<file path="config.mk">
export PLATFORM = sky130hd
export DESIGN_NAME = slave_host_status_command_port
export DESIGN_NICKNAME = d
export VERILOG_FILES = /design/src/host_port_pkg.sv /design/src/slave_port_decode.sv /design/src/slave_host_status_command_port.sv
export SDC_FILE = /design/constraint.sdc
export NUM_CORES = 1
export LEC_CHECK = 0
export BUFFER_PORTS_ARGS = -buffer_cell sky130_fd_sc_hd__buf_2
export CAP_MARGIN = 40
export CORE_MARGIN = 2
export CORE_UTILIZATION = 27
export CTS_CLUSTER_SIZE = 20
export DETAILED_ROUTE_END_ITERATION = 12
export GPL_TIMING_DRIVEN = 0
export HOLD_SLACK_MARGIN = 0.1
export PLACE_DENSITY = 0.6
export SLEW_MARGIN = 40
export SYNTH_ARGS = -nofsm -noshare
export SYNTH_HDL_FRONTEND = slang
export SYNTH_SLANG_ARGS = --single-unit
</file>
<file path="constraint.sdc">
create_clock -name clk_sys_in -period 5.58 [get_ports clk_sys_in]
set_input_delay 0.279 -clock clk_sys_in [delete_from_list [all_inputs] [get_ports clk_sys_in]]
set_output_delay 0.279 -clock clk_sys_in [all_outputs]
set_load 0.02 [all_outputs]
</file>
<file path="src/host_port_pkg.sv">
/*
  Constants shared by the slave host status and command port.
  Assumes a single 200 MHz system clock and synchronous bus strobes.
*/
package host_port_pkg;

  // Host command codes written to the command port.
  localparam logic [7:0] CMD_CLEAR_REQUEST   = 8'h00;
  localparam logic [7:0] CMD_CONFISCATE      = 8'h01;
  localparam logic [7:0] CMD_RELEASE_RUN     = 8'h03;
  localparam logic [7:0] CMD_CLEAR_RESET     = 8'h80;
  localparam logic [7:0] CMD_HOST_REQUEST    = 8'h40;
  localparam logic [7:0] CMD_HOST_INTERRUPT  = 8'h20;

  // Status byte bit positions.
  localparam int STAT_HARD_BIT       = 7;
  localparam int STAT_IN_SERVICE_BIT = 6;
  localparam int STAT_INT_REQ_BIT    = 5;
  localparam int STAT_SOFT_BIT       = 4;

  // Slave-side port addresses, relocated map.
  localparam logic [10:0] HARD_SERVICE_REQUEST_PORT = 11'h460;
  localparam logic [10:0] SOFTWARE_INTERRUPT_PORT   = 11'h4a0;
  localparam logic [10:0] SOFT_SERVICE_REQUEST_PORT = 11'h520;

  // Slave-side port addresses, legacy map.
  localparam logic [10:0] HARD_PORT_LEGACY = 11'h060;
  localparam logic [10:0] INT_PORT_LEGACY  = 11'h0a0;
  localparam logic [10:0] SOFT_PORT_LEGACY = 11'h120;

  // Memory window limits in 64K pages.
  localparam logic [4:0] MEM_PAGE_MIN = 5'h01;
  localparam logic [4:0] MEM_PAGE_MAX = 5'h1f;

  // Reset values.
  localparam logic RESET_HARD       = 1'b1;
  localparam logic RESET_IN_SERVICE = 1'b1;
  localparam logic RESET_HELD       = 1'b1;

endpackage

</file>
<file path="src/slave_port_decode.sv">
/*
  Decoder for the slave-side request ports, in either port map.
  Assumes address and write strobe are synchronous to clk_sys_in.
*/
`timescale 1ns/1ps
module slave_port_decode
  import host_port_pkg::*;
(
  input  wire logic        clk_sys_in,
  input  wire logic        rst_in,
  input  wire logic [10:0] addr_in,
  input  wire logic        write_in,
  input  wire logic        relocated_in,
  output logic             hard_hit_out,
  output logic             soft_hit_out,
  output logic             int_hit_out
);

  logic [10:0] hard_addr;
  logic [10:0] soft_addr;
  logic [10:0] int_addr;
  logic        next_hard_hit;
  logic        next_soft_hit;
  logic        next_int_hit;

  always_comb begin
    if (relocated_in) begin
      hard_addr = HARD_SERVICE_REQUEST_PORT;
      soft_addr = SOFT_SERVICE_REQUEST_PORT;
      int_addr  = SOFTWARE_INTERRUPT_PORT;
    end else begin
      hard_addr = HARD_PORT_LEGACY;
      soft_addr = SOFT_PORT_LEGACY;
      int_addr  = INT_PORT_LEGACY;
    end
    next_hard_hit = write_in && (addr_in == hard_addr);
    next_soft_hit = write_in && (addr_in == soft_addr);
    next_int_hit  = write_in && (addr_in == int_addr);
  end

  always_ff @(posedge clk_sys_in) begin
    if (rst_in) begin
      hard_hit_out <= 1'b0;
      soft_hit_out <= 1'b0;
      int_hit_out  <= 1'b0;
    end else begin
      hard_hit_out <= next_hard_hit;
      soft_hit_out <= next_soft_hit;
      int_hit_out  <= next_int_hit;
    end
  end

endmodule // slave_port_decode

</file>
<file path="src/slave_host_status_command_port.sv">
/*
  Host status and command port of a slave processor board. It holds the
  slave-side request latches, the service and reset latches that suspend
  or hold the slave, the request and interrupt lines towards the slave,
  the registered status read path and the memory window decode.
  Assumes all host and slave strobes are single-cycle pulses that are
  synchronous to clk_sys_in, that the switch and jumper inputs are static
  while the bus is active, and that the slave's bus request handshake and
  the memory path itself live outside this block.
*/
`timescale 1ns/1ps
module slave_host_status_command_port
  import host_port_pkg::*;
(
  input  wire logic        clk_sys_in,
  input  wire logic        rst_in,
  input  wire logic [7:0]  host_io_addr_in,
  input  wire logic        host_io_read_in,
  input  wire logic        host_io_write_in,
  input  wire logic [7:0]  host_data_in,
  input  wire logic [7:0]  io_port_switch_in,
  input  wire logic [20:0] host_mem_addr_in,
  input  wire logic        host_mem_cycle_in,
  input  wire logic [4:0]  mem_page_switch_in,
  input  wire logic [10:0] slave_io_addr_in,
  input  wire logic        slave_io_write_in,
  input  wire logic        port_map_select_jumper_in,
  input  wire logic        slave_int_ack_in,
  output logic [7:0]       host_data_out,
  output logic             host_data_oe_n_out,
  output logic             host_mem_select_out,
  output logic             slave_hold_out,
  output logic             slave_reset_out,
  output logic             host_request_out,
  output logic             host_interrupt_out
);

  typedef enum logic [1:0] {
    SVC_RUN  = 2'b01,
    SVC_HELD = 2'b10
  } service_state_t;

  service_state_t service_state;
  service_state_t next_service_state;
  logic           in_service;
  logic           next_slave_hold;
  logic           next_slave_reset;
  logic           next_host_request;
  logic           next_host_interrupt;

  // Request flags seen by the host.
  logic           hard_req;
  logic           soft_req;
  logic           int_req;
  logic           next_hard_req;
  logic           next_soft_req;
  logic           next_int_req;

  // Registered host bus outputs.
  logic [7:0]     next_host_data;
  logic           next_host_data_oe_n;
  logic           next_host_mem_select;

  // Decoded host accesses and slave port hits.
  logic           port_hit;
  logic           cmd_write;
  logic           status_read;
  logic           page_valid;
  logic           page_match;
  logic           cmd_clear;
  logic           cmd_confiscate;
  logic           cmd_release;
  logic           cmd_reset_clear;
  logic           cmd_host_request;
  logic           cmd_host_interrupt;
  logic           hard_hit;
  logic           soft_hit;
  logic           int_hit;

  slave_port_decode u_decode (
    .clk_sys_in   (clk_sys_in),
    .rst_in       (rst_in),
    .addr_in      (slave_io_addr_in),
    .write_in     (slave_io_write_in),
    .relocated_in (port_map_select_jumper_in),
    .hard_hit_out (hard_hit),
    .soft_hit_out (soft_hit),
    .int_hit_out  (int_hit)
  );

  // Host port address match and memory window range.
  always_comb begin
    port_hit    = (host_io_addr_in == io_port_switch_in);
    cmd_write   = port_hit && host_io_write_in;
    status_read = port_hit && host_io_read_in;
    page_valid  = (mem_page_switch_in >= MEM_PAGE_MIN) &&
                  (mem_page_switch_in <= MEM_PAGE_MAX);
    page_match  = (host_mem_addr_in[20:16] == mem_page_switch_in);
  end

  // Command decode; an unknown code selects nothing.
  always_comb begin
    cmd_clear          = 1'b0;
    cmd_confiscate     = 1'b0;
    cmd_release        = 1'b0;
    cmd_reset_clear    = 1'b0;
    cmd_host_request   = 1'b0;
    cmd_host_interrupt = 1'b0;
    if (cmd_write) begin
      unique case (host_data_in)
        CMD_CLEAR_REQUEST: begin
          cmd_clear = 1'b1;
        end
        CMD_CONFISCATE: begin
          cmd_confiscate = 1'b1;
        end
        CMD_RELEASE_RUN: begin
          cmd_release = 1'b1;
        end
        CMD_CLEAR_RESET: begin
          cmd_reset_clear = 1'b1;
        end
        CMD_HOST_REQUEST: begin
          cmd_host_request = 1'b1;
        end
        CMD_HOST_INTERRUPT: begin
          cmd_host_interrupt = 1'b1;
        end
        default: begin
        end
      endcase
    end
  end

  // Request flags; a slave set in the same cycle wins over a host clear.
  always_comb begin
    next_hard_req = hard_req;
    next_soft_req = soft_req;
    next_int_req  = int_req;

    if (cmd_clear) begin
      next_hard_req = 1'b0;
      next_soft_req = 1'b0;
      next_int_req  = 1'b0;
    end

    if (hard_hit) begin
      next_hard_req = 1'b1;
    end
    if (soft_hit) begin
      next_soft_req = 1'b1;
    end
    if (int_hit) begin
      next_int_req = 1'b1;
    end
  end

  always_ff @(posedge clk_sys_in) begin
    if (rst_in) begin
      hard_req <= RESET_HARD;
      soft_req <= 1'b0;
      int_req  <= 1'b0;
    end else begin
      hard_req <= next_hard_req;
      soft_req <= next_soft_req;
      int_req  <= next_int_req;
    end
  end

  // Service state; the hold output follows it in the same cycle.
  always_comb begin
    next_service_state = service_state;
    unique case (service_state)
      SVC_RUN: begin
        if (cmd_confiscate) begin
          next_service_state = SVC_HELD;
        end
      end
      SVC_HELD: begin
        if (cmd_release) begin
          next_service_state = SVC_RUN;
        end
      end
      default: begin
        next_service_state = SVC_HELD;
      end
    endcase

    in_service      = (service_state == SVC_HELD);
    next_slave_hold = (next_service_state == SVC_HELD);
  end

  always_ff @(posedge clk_sys_in) begin
    if (rst_in) begin
      service_state  <= RESET_IN_SERVICE ? SVC_HELD : SVC_RUN;
      slave_hold_out <= RESET_IN_SERVICE;
    end else begin
      service_state  <= next_service_state;
      slave_hold_out <= next_slave_hold;
    end
  end

  // Slave reset latch; only the clear command lets the slave run.
  always_comb begin
    next_slave_reset = slave_reset_out;
    if (cmd_reset_clear) begin
      next_slave_reset = 1'b0;
    end
  end

  always_ff @(posedge clk_sys_in) begin
    if (rst_in) begin
      slave_reset_out <= RESET_HELD;
    end else begin
      slave_reset_out <= next_slave_reset;
    end
  end

  // Request and interrupt to the slave; an acknowledge drops both.
  always_comb begin
    next_host_request   = host_request_out;
    next_host_interrupt = host_interrupt_out;

    if (cmd_host_request) begin
      next_host_request = 1'b1;
    end
    if (cmd_host_interrupt) begin
      next_host_interrupt = 1'b1;
    end

    if (slave_int_ack_in) begin
      next_host_request   = 1'b0;
      next_host_interrupt = 1'b0;
    end
  end

  always_ff @(posedge clk_sys_in) begin
    if (rst_in) begin
      host_request_out   <= 1'b0;
      host_interrupt_out <= 1'b0;
    end else begin
      host_request_out   <= next_host_request;
      host_interrupt_out <= next_host_interrupt;
    end
  end

  // Status read path; reading changes no state and idles at zero.
  always_comb begin
    next_host_data      = 8'h00;
    next_host_data_oe_n = 1'b1;

    if (status_read) begin
      next_host_data[STAT_HARD_BIT]       = hard_req;
      next_host_data[STAT_IN_SERVICE_BIT] = in_service;
      next_host_data[STAT_INT_REQ_BIT]    = int_req;
      next_host_data[STAT_SOFT_BIT]       = soft_req;
      next_host_data_oe_n = 1'b0;
    end
  end

  always_ff @(posedge clk_sys_in) begin
    if (rst_in) begin
      host_data_out      <= 8'h00;
      host_data_oe_n_out <= 1'b1;
    end else begin
      host_data_out      <= next_host_data;
      host_data_oe_n_out <= next_host_data_oe_n;
    end
  end

  // Memory window; page zero lies below the legal range and disables it.
  always_comb begin
    next_host_mem_select = in_service && host_mem_cycle_in && page_valid &&
                           page_match;
  end

  always_ff @(posedge clk_sys_in) begin
    if (rst_in) begin
      host_mem_select_out <= 1'b0;
    end else begin
      host_mem_select_out <= next_host_mem_select;
    end
  end

endmodule // slave_host_status_command_port

</file>
After elaboration in Yosys (flattened, before gate mapping)
Cells that the tools add are included.
{"block": "word_totals", "register_bits": 22, "in_bits": 69, "wordCells": 68}
{"block": "op_classes", "magnitude_cmp": 2, "n_eq_ne": 13, "muxes": 22, "n_bitwise": 1, "reduce_logical": 15}
{"op": "== test 11 bit", "n": 3}
{"op": "2-to-1 mux 11 bit", "n": 3}
{"op": "2-to-1 mux 1 bit", "n": 16}
{"op": "logical AND 1 bit", "n": 9}
{"op": "== test 8 x 1 -> 1 bit (second input constant)", "n": 1}
{"op": "== test 8 x 2 -> 1 bit (second input constant)", "n": 1}
{"op": "== test 8 x 6 -> 1 bit (second input constant)", "n": 1}
{"op": "== test 8 x 7 -> 1 bit (second input constant)", "n": 1}
{"op": "== test 8 bit", "n": 1}
{"op": "== test 8 bit (second input constant)", "n": 1}
{"op": "zero test 8 bit", "n": 1}
{"op": "OR reduction 2 bit", "n": 3}
{"op": "== test 5 bit", "n": 1}
{"op": ">= comparator 5 x 1 -> 1 bit (second input constant)", "n": 1}
{"op": "<= comparator 5 bit (second input constant)", "n": 1}
{"op": "== test 2 bit (second input constant)", "n": 2}
{"op": "2-to-1 mux 2 bit", "n": 2}
{"op": "case mux 2 bit (2 select lines)", "n": 1}
{"op": "nonzero test 2 bit", "n": 2}
{"op": "== test 2 x 1 -> 1 bit (second input constant)", "n": 1}
{"op": "NOT 1 bit", "n": 1}

Depth between registers and ports, before layout
Gate-level depths: netlist of run 1.
{"block": "logic_depth", "ltp_word": 6, "depth_mapped": 6, "depth_no_buf": 6}

Cells and area by module
A second synthesis of run 1 with hierarchy kept.
{"block": "unflattened", "cells_unflattened": 105, "area_unflattened_um2": 965.9}
{"module": "slave_host_status_command_port", "n_inst": 1, "cells_each": 93, "area_each_um2": 820.8, "seq_area_each_um2": 300.3}
{"module": "slave_port_decode", "n_inst": 1, "cells_each": 12, "area_each_um2": 145.1, "seq_area_each_um2": 60.1}

Least setup slack after synthesis of run 1
No wires, ideal clock.
{"block": "synth_timing", "kind": "input to register", "startpoint": "in host_data_in[3]", "endpoint": "reg slave_hold_out", "arrival_ns": 1.815, "required_time_ns": 5.446, "path_slack_ns": 3.631, "stages": 5, "cell_sequence": "or4b_1 nand4bb_1 or4_1 a311oi_2 a41oi_1"}
{"block": "synth_between", "elab_chain_len": 6, "word_cells_on_any_way": 10}
{"item": "start, declared", "line": "slave_host_status_command_port.sv:20", "text": "input wire logic [7:0] host_data_in,"}
{"item": "== test 8 x 2 -> 1 bit / == test 8 x 1 -> 1 bit (equally long branches)", "line": "slave_host_status_command_port.sv:110", "text": "unique case (host_data_in)"}
{"item": "2-to-1 mux 1 bit", "line": "slave_host_status_command_port.sv:110"}
{"item": "2-to-1 mux 1 bit", "line": "slave_host_status_command_port.sv:109", "text": "if (cmd_write) begin"}
{"item": "2-to-1 mux 2 bit, on equally long branches", "line": "slave_host_status_command_port.sv:180, slave_host_status_command_port.sv:175"}
{"item": "case mux 2 bit (2 select lines) (*)", "line": "slave_host_status_command_port.sv:173", "text": "unique case (service_state)"}
{"item": "== test 2 bit (*)", "line": "slave_host_status_command_port.sv:190", "text": "next_slave_hold = (next_service_state == SVC_HELD);"}
{"item": "end signal, assigned", "line": "slave_host_status_command_port.sv:199", "text": "slave_hold_out <= next_slave_hold;"}
{"item": "end, declared", "line": "slave_host_status_command_port.sv:32", "text": "output logic slave_hold_out,"}
Every way passes the cells marked *; elsewhere a longest branch is shown, timed or not.
A chain may end at the register's enable or synchronous reset.

Final worst setup path of run 1
Ends and elaborated chain as after synthesis.

==> results.sh, run 1 <==
export IMPL_synthesis_instances=101
export IMPL_nFillCells=348
export IMPL_holdCritPathClass="input port to flip-flop"
export IMPL_clockBufferDepth=2
export IMPL_ys_flop_type="dfxtp_1"
export IMPL_avgViaCountPerCell=4.48
export IMPL_cts_root_buffer="clkbuf_4"
export IMPL_p_leak_nw=0.613
export IMPL_h_tree_depth=1
export IMPL_drt_wl_total_mm=2.19
export IMPL_synth_top_family_by_area="simple AND/OR/NAND/NOR gates"
export IMPL_area_growth_synth_to_final_pct=44.7
export IMPL_critPathCaptureType="flip-flop"
export IMPL_ir_drop_v=0.0000732
export IMPL_portBuffers=62
export IMPL_cp_arrival_ns=2.03
export IMPL_drive_gt1_frac=0.435
export IMPL_timing_max_cap_violations=0
export IMPL_syn_area_per_cell_um2=9.19
export IMPL_grt_use_total=0.113
export IMPL_synth_fa_ha_area_frac=0.0270
export IMPL_total_power_mw=0.250
export IMPL_drtIter0Drc=13
export IMPL_synth_enable_flop_cells=0
export IMPL_fp_row_count=21
export IMPL_gp_congestion=0.651
export IMPL_fmax_mhz=540
export IMPL_syn_area_um2=928
export IMPL_cts_sinks=18
export IMPL_async_flop_share=0
export IMPL_final_area_mm2=0.00134
export IMPL_grt_max_degree=11
export IMPL_worstPathRequired_ns=5.76
export IMPL_cts_setup_buffers=0
export IMPL_io_pins=83
export IMPL_power_density_mw_per_mm2=186
export IMPL_rrSetupSlack_ns=3.93
export IMPL_cts_repair_resized=0
export IMPL_ys_seq_area_frac=0.388
export IMPL_nNetsFinal=242
export IMPL_die_h_um=62.6
export IMPL_ys_types=37
export IMPL_die_w_um=62.6
export IMPL_synthMuxAreaShare=0.0121
export IMPL_synth_simple_area_share=0.292
export IMPL_vias=968
export IMPL_clk_pin_slew_ns=0.11
export IMPL_min_period_over_period=0.332
export IMPL_synth_xor_xnor_area_share=0.123
export IMPL_grt_overflow=0
export IMPL_grt_pass1_wl_mm=3.68
export IMPL_crit_fanout=3
export IMPL_ant_nets=0
export IMPL_synth_compound_gate_area_share=0.0876
export IMPL_cts_made_buffers=3
export IMPL_ys_ff_latch=18
export IMPL_rsz0062_at_grt="no"
export IMPL_ys_warn_count=0
export IMPL_period_needed_ns=1.85
export IMPL_clock_skew_ns=0.0101
export IMPL_status="complete, no violations"
export IMPL_finalSetupTns_ns=0
export IMPL_antenna_found_initial=0
export IMPL_start_kind="input port"
export IMPL_drc=0
export IMPL_num_antenna_cells=0
export IMPL_cts_hold_buf=0
export IMPL_fp_dieArea_mm2=0.00392
export IMPL_grt_pass1_vias=905
export IMPL_drv_slew=0
export IMPL_initial_utilization=0.280
export IMPL_dp_hpwl_mm=1.93
export IMPL_finalSetupViolations=0
export IMPL_hold_violations=0
export IMPL_place_area_mm2=0.00131
export IMPL_dr_pass1_iters=4
export IMPL_cts_tree="yes"
export IMPL_worstSetupPathType="input port to flip-flop"
export IMPL_routedWlPerCell_um=10.2
export IMPL_insertion_delay_ns=0.29
export IMPL_core_area_mm2=0.00331
==> synthesized netlist by cell type, types with 2 or more instances <==
master	instances	area [um^2]
nor3_1	5	25.0
nand4_1	3	18.8
o22ai_1	2	12.5
nor4_1	3	18.8
xnor2_1	12	105
nor4b_1	4	35.0
nand3b_1	2	15.0
nand4b_1	2	17.5
inv_1	7	26.3
and2_1	6	37.5
buf_4	4	30.0
ha_1	2	25.0
nor2_1	4	15.0
dfxtp_1	18	360
nand2b_1	2	12.5
nand2_1	4	15.0
==> path summary, 6_finish.rpt <==
kind	start	end	cells past startpoint
max	host_data_in[3]	slave_hold_out	6
min	slave_int_ack_in	host_request_out	2
max reg2reg	service_state[1]	slave_hold_out	5
min reg2reg	u_decode.hard_hit_out	hard_req	2
==> area by class of cell <==
| class | instances | area (um^2) | share of cell area |
|---|---|---|---|
| multi-input cells | 74 | 518 | 0.385 |
| flip-flops and latches | 18 | 360 | 0.268 |
| repair buffers | 62 | 310 | 0.231 |
| well taps | 46 | 57.6 | 0.0428 |
| clock buffers | 4 | 36.3 | 0.0270 |
| plain buffers | 5 | 35.0 | 0.0261 |
| inverters | 7 | 26.3 | 0.0196 |
==> cell usage in the layout, fill, tap and decap left out, drive strengths merged <==
cell type / synthesis / final
a41oi: 1 / 1
or4: 1 / 1
nor2: 4 / 4
dfxtp: 18 / 18
nand4: 3 / 3
nand4bb: 1 / 1
nand2: 4 / 4
and2: 6 / 6
or2b: 1 / 1
nor3: 5 / 5
nand3: 1 / 1
nor4b: 4 / 4
ha: 2 / 2
conb: 1 / 4
nand4b: 2 / 2
o21a: 1 / 1
xor2: 1 / 1
buf: 5 / 67
or2: 1 / 1
inv: 7 / 7
o311ai: 1 / 1
or4b: 1 / 1
nor4: 3 / 3
nor3b: 1 / 1
nand2b: 2 / 2
xnor2: 12 / 12
a21o: 1 / 1
nand3b: 2 / 2
o22ai: 2 / 2
o21ai: 2 / 2
a311oi: 1 / 1
a31oi: 1 / 1
mux2: 1 / 1
a21oi: 1 / 1
or3: 1 / 1
clkbuf: 0 / 4
==> flip-flops by register name, summed over array words and instances, names as in the netlist <==
| register | cells |
|---|---|
| hard_req | 1 |
| u_decode.int_hit_out | 1 |
| u_decode.soft_hit_out | 1 |
| soft_req | 1 |
| int_req | 1 |
| u_decode.hard_hit_out | 1 |
| slave_hold_out | 1 |
| host_request_out | 1 |
| host_data_oe_n_out | 1 |
| host_interrupt_out | 1 |
| slave_reset_out | 1 |
| service_state | 2 |
| host_mem_select_out | 1 |
| host_data_out | 4 |
==> stage by stage <==
step,hold slack (ns),utilization,worst slack [ns],instances
after global routing,0.158,0.406,3.62,216
final,0.162,0.406,3.73,216
after floorplan,0.355,-,3.63,104
after detailed placement,0.432,0.395,3.40,212
after CTS,0.151,0.406,3.72,216
after global placement,0.413,0.395,3.45,212
==> layer usage <==
layer,GRT usage,vias to the layer above,share of wire
met3,0.0378,2,0.077
met4,0.0222,0,0.0073
li1,-,492,-
met2,0.212,42,0.50
met1,0.122,432,0.41
met5,0,-,0
==> power breakdown <==
part	leakage, nW	internal, mW	switching, mW
Clock	0.0210	0.0397	0.0390
Sequential	0.145	0.128	0.0000213
Combinational	0.447	0.0243	0.0183
==> logic make-up (layout without fill, tap and decap cells) <==
logic type / Yosys count / after routing
mux: 1 / 1
fa+ha+maj: 2 / 2
buf+inv: 12 / 78
compound gates: 11 / 11
simple gates: 43 / 43
flops: 18 / 18
xor+xnor: 13 / 13
other cells: 1 / 4
==> critical path, cell delays in order <==
cell and delay (ns):
buf_2 0.09, or4b_1 0.53, nand4bb_1 0.27, or4_1 0.52
a311oi_2 0.28, a41oi_1 0.07
(Power assumes the default switching activity.)
==> inputs of run 2 (changes only) <==
- PLACE_DENSITY: 0.6 -> 0.62
- clock period: 5.58 -> 1.59 ns (I/O delays scaled with it)
==> run 2 against run 1 <==
Sequential power grew to 3.5 times the previous value; non-clock buffer count grew 20; first-iteration DRC count grew 46%; routed wire length grew 8.4%; final cell count grew 9.3%; clock-buffer cell count is the same; die area is the same; critical endpoint unchanged; largest power group unchanged.
==> results.sh, run 2 (synthesized netlist as in run 1, its figures left out) <==
export IMPL_r2r_cells=6
export IMPL_area_growth_synth_to_final_pct=71.0
export IMPL_dr_pass1_iters=4
export IMPL_largest_register="host_data_out"
export IMPL_fp_row_count=21
export IMPL_vias=1022
export IMPL_start_kind="input port"
export IMPL_cts_tree="yes"
export IMPL_die_w_um=62.6
export IMPL_grt_max_degree=11
export IMPL_initial_utilization=0.280
export IMPL_finalNonFillerCells=236
export IMPL_final_cell_mix="buf_2 (63), dlygate4sd3_1 (18), dfxtp_1 (16)"
export IMPL_place_area_mm2=0.00131
export IMPL_critPathBufInv=1
export IMPL_reg_top3="host_data_out: 4 flops, service_state: 2 flops"
export IMPL_timing_max_cap_violations=0
export IMPL_die_h_um=62.6
export IMPL_final_area_mm2=0.00159
export IMPL_critPathCaptureType="flip-flop"
export IMPL_p_leak_nw=0.715
export IMPL_cts_made_buffers=3
export IMPL_cts_sinks=18
export IMPL_routedWlPerCell_um=10.1
export IMPL_critPathTopFamily="simple AND/OR/NAND/NOR gates"
export IMPL_hold_path_end="host_request_out"
export IMPL_grt_pass1_vias=954
export IMPL_hold_path_cell_count=3
export IMPL_antenna_found_initial=0
export IMPL_hold_violations=0
export IMPL_r2r_start="service_state[0]"
export IMPL_min_from="host_data_in[6]"
export IMPL_ant_nets=0
export IMPL_nNetsFinal=262
export IMPL_holdCritPathClass="input port to flip-flop"
export IMPL_post_place_ws_ns=-0.333
export IMPL_drc=0
export IMPL_final_common_cell="buf_2"
export IMPL_grt_overflow=0
export IMPL_core_area_mm2=0.00331
export IMPL_gp_congestion=0.764
export IMPL_fp_dieArea_mm2=0.00392
export IMPL_largest_reg_flops=4
export IMPL_slowest_delay_ns=0.54
export IMPL_clk_pin_slew_ns=0.10
export IMPL_grt_use_total=0.122
export IMPL_cts_root_buffer="clkbuf_4"
export IMPL_dp_hpwl_mm=1.70
export IMPL_clock_skew_ns=0.00208
export IMPL_worstSetupPathType="input port to flip-flop"
export IMPL_rrSetupSlack_ns=0.04
export IMPL_clockBufferDepth=2
export IMPL_crit_fanout=3
export IMPL_total_power_mw=0.920
export IMPL_slowest_stage="or4b_1"
export IMPL_fmax_mhz=637
export IMPL_rsz0062_at_grt="yes"
export IMPL_nFillCells=354
export IMPL_grt_pass1_wl_mm=3.85
export IMPL_period_needed_ns=1.57
export IMPL_h_tree_depth=1
export IMPL_drt_wl_total_mm=2.38
export IMPL_cp_cell_sequence="buf_2 -> or4b_1 -> nand4bb_4 -> or4_4 -> a311oi_2 -> a41oi_1"
export IMPL_finalSetupTns_ns=0
export IMPL_status="complete, no violations"
export IMPL_fin_ws_ns=0.0204
export IMPL_final_core_util=0.480
export IMPL_finalSetupViolations=0
export IMPL_ir_drop_v=0.000271
export IMPL_cp_arrival_ns=1.75
export IMPL_power_density_mw_per_mm2=579
export IMPL_r2r_end="slave_hold_out"
export IMPL_grt_util_met1=0.139
export IMPL_use_met3=0.0559
export IMPL_insertion_delay_ns=0.30
export IMPL_whs_ns=0.118
export IMPL_num_antenna_cells=0
export IMPL_drv_slew=0
export IMPL_dp_cells=212
export IMPL_drive_gt1_frac=0.442
export IMPL_drtIter0Drc=19
export IMPL_io_pins=83
export IMPL_grtUsageMet2=0.203
export IMPL_grt_busiest_layer="met2"
export IMPL_portBuffers=62
export IMPL_min_period_over_period=0.987
export IMPL_avgViaCountPerCell=4.33
export IMPL_worstPathRequired_ns=1.77
-- run 2: per-layer routing --
layer,part of all wire,up-vias,routed length [um]
li1,-,526,-
met1,0.41,449,980
met2,0.49,44,1160
met3,0.092,3,220
met4,0.0076,0,18
met5,0,-,0
-- run 2: area by class of cell --
class,instances,area (um^2),area share
Timing Repair Buffer,82,505,0.318
Inverter,7,26.3,0.0165
Tap cell,46,57.6,0.0362
Buffer,5,35.0,0.0221
Sequential cell,18,365,0.230
Multi-Input combinational cell,74,562,0.354
Clock buffer,4,36.3,0.0229
-- run 2: repair_timing --
item | 4_1_cts | 5_1_grt
hold endpoints to repair | 9 | 0
setup endpoints to repair | 2 | 7
hold buffers | 18 | 0
pin swaps | 2 | 1
setup buffers | 1 | 1
gates cloned | 0 | 0
resized for setup | 4 | 6
-- run 2: report_power, final --
group	total [mW]	switching [mW]	internal [mW]	leakage (nW)
Combinational	0.188	0.0729	0.116	0.549
Clock	0.282	0.142	0.140	0.0210
Sequential	0.449	0.0000820	0.449	0.146
Total	0.920	0.216	0.705	0.715
-- run 2: how the worst max path moves through the flow --
stage                          start             end  cells past startpoint
detailed placement   host_data_in[3]         int_req                      6
global placement     host_data_in[3]         int_req                      6
finish               host_data_in[3]  slave_hold_out                      6
CTS                  host_data_in[3]         int_req                      6
global route        service_state[0]  slave_hold_out                      6
floorplan            host_data_in[3]  slave_hold_out                      5
-- run 2: tightest hold or removal path, delay by kind of cell --
| family | cells | cell delay, ns |
|---|---|---|
| simple gates | 1 | 0.12 |
| buf+inv | 1 | 0.10 |
| compound gates | 1 | 0.07 |
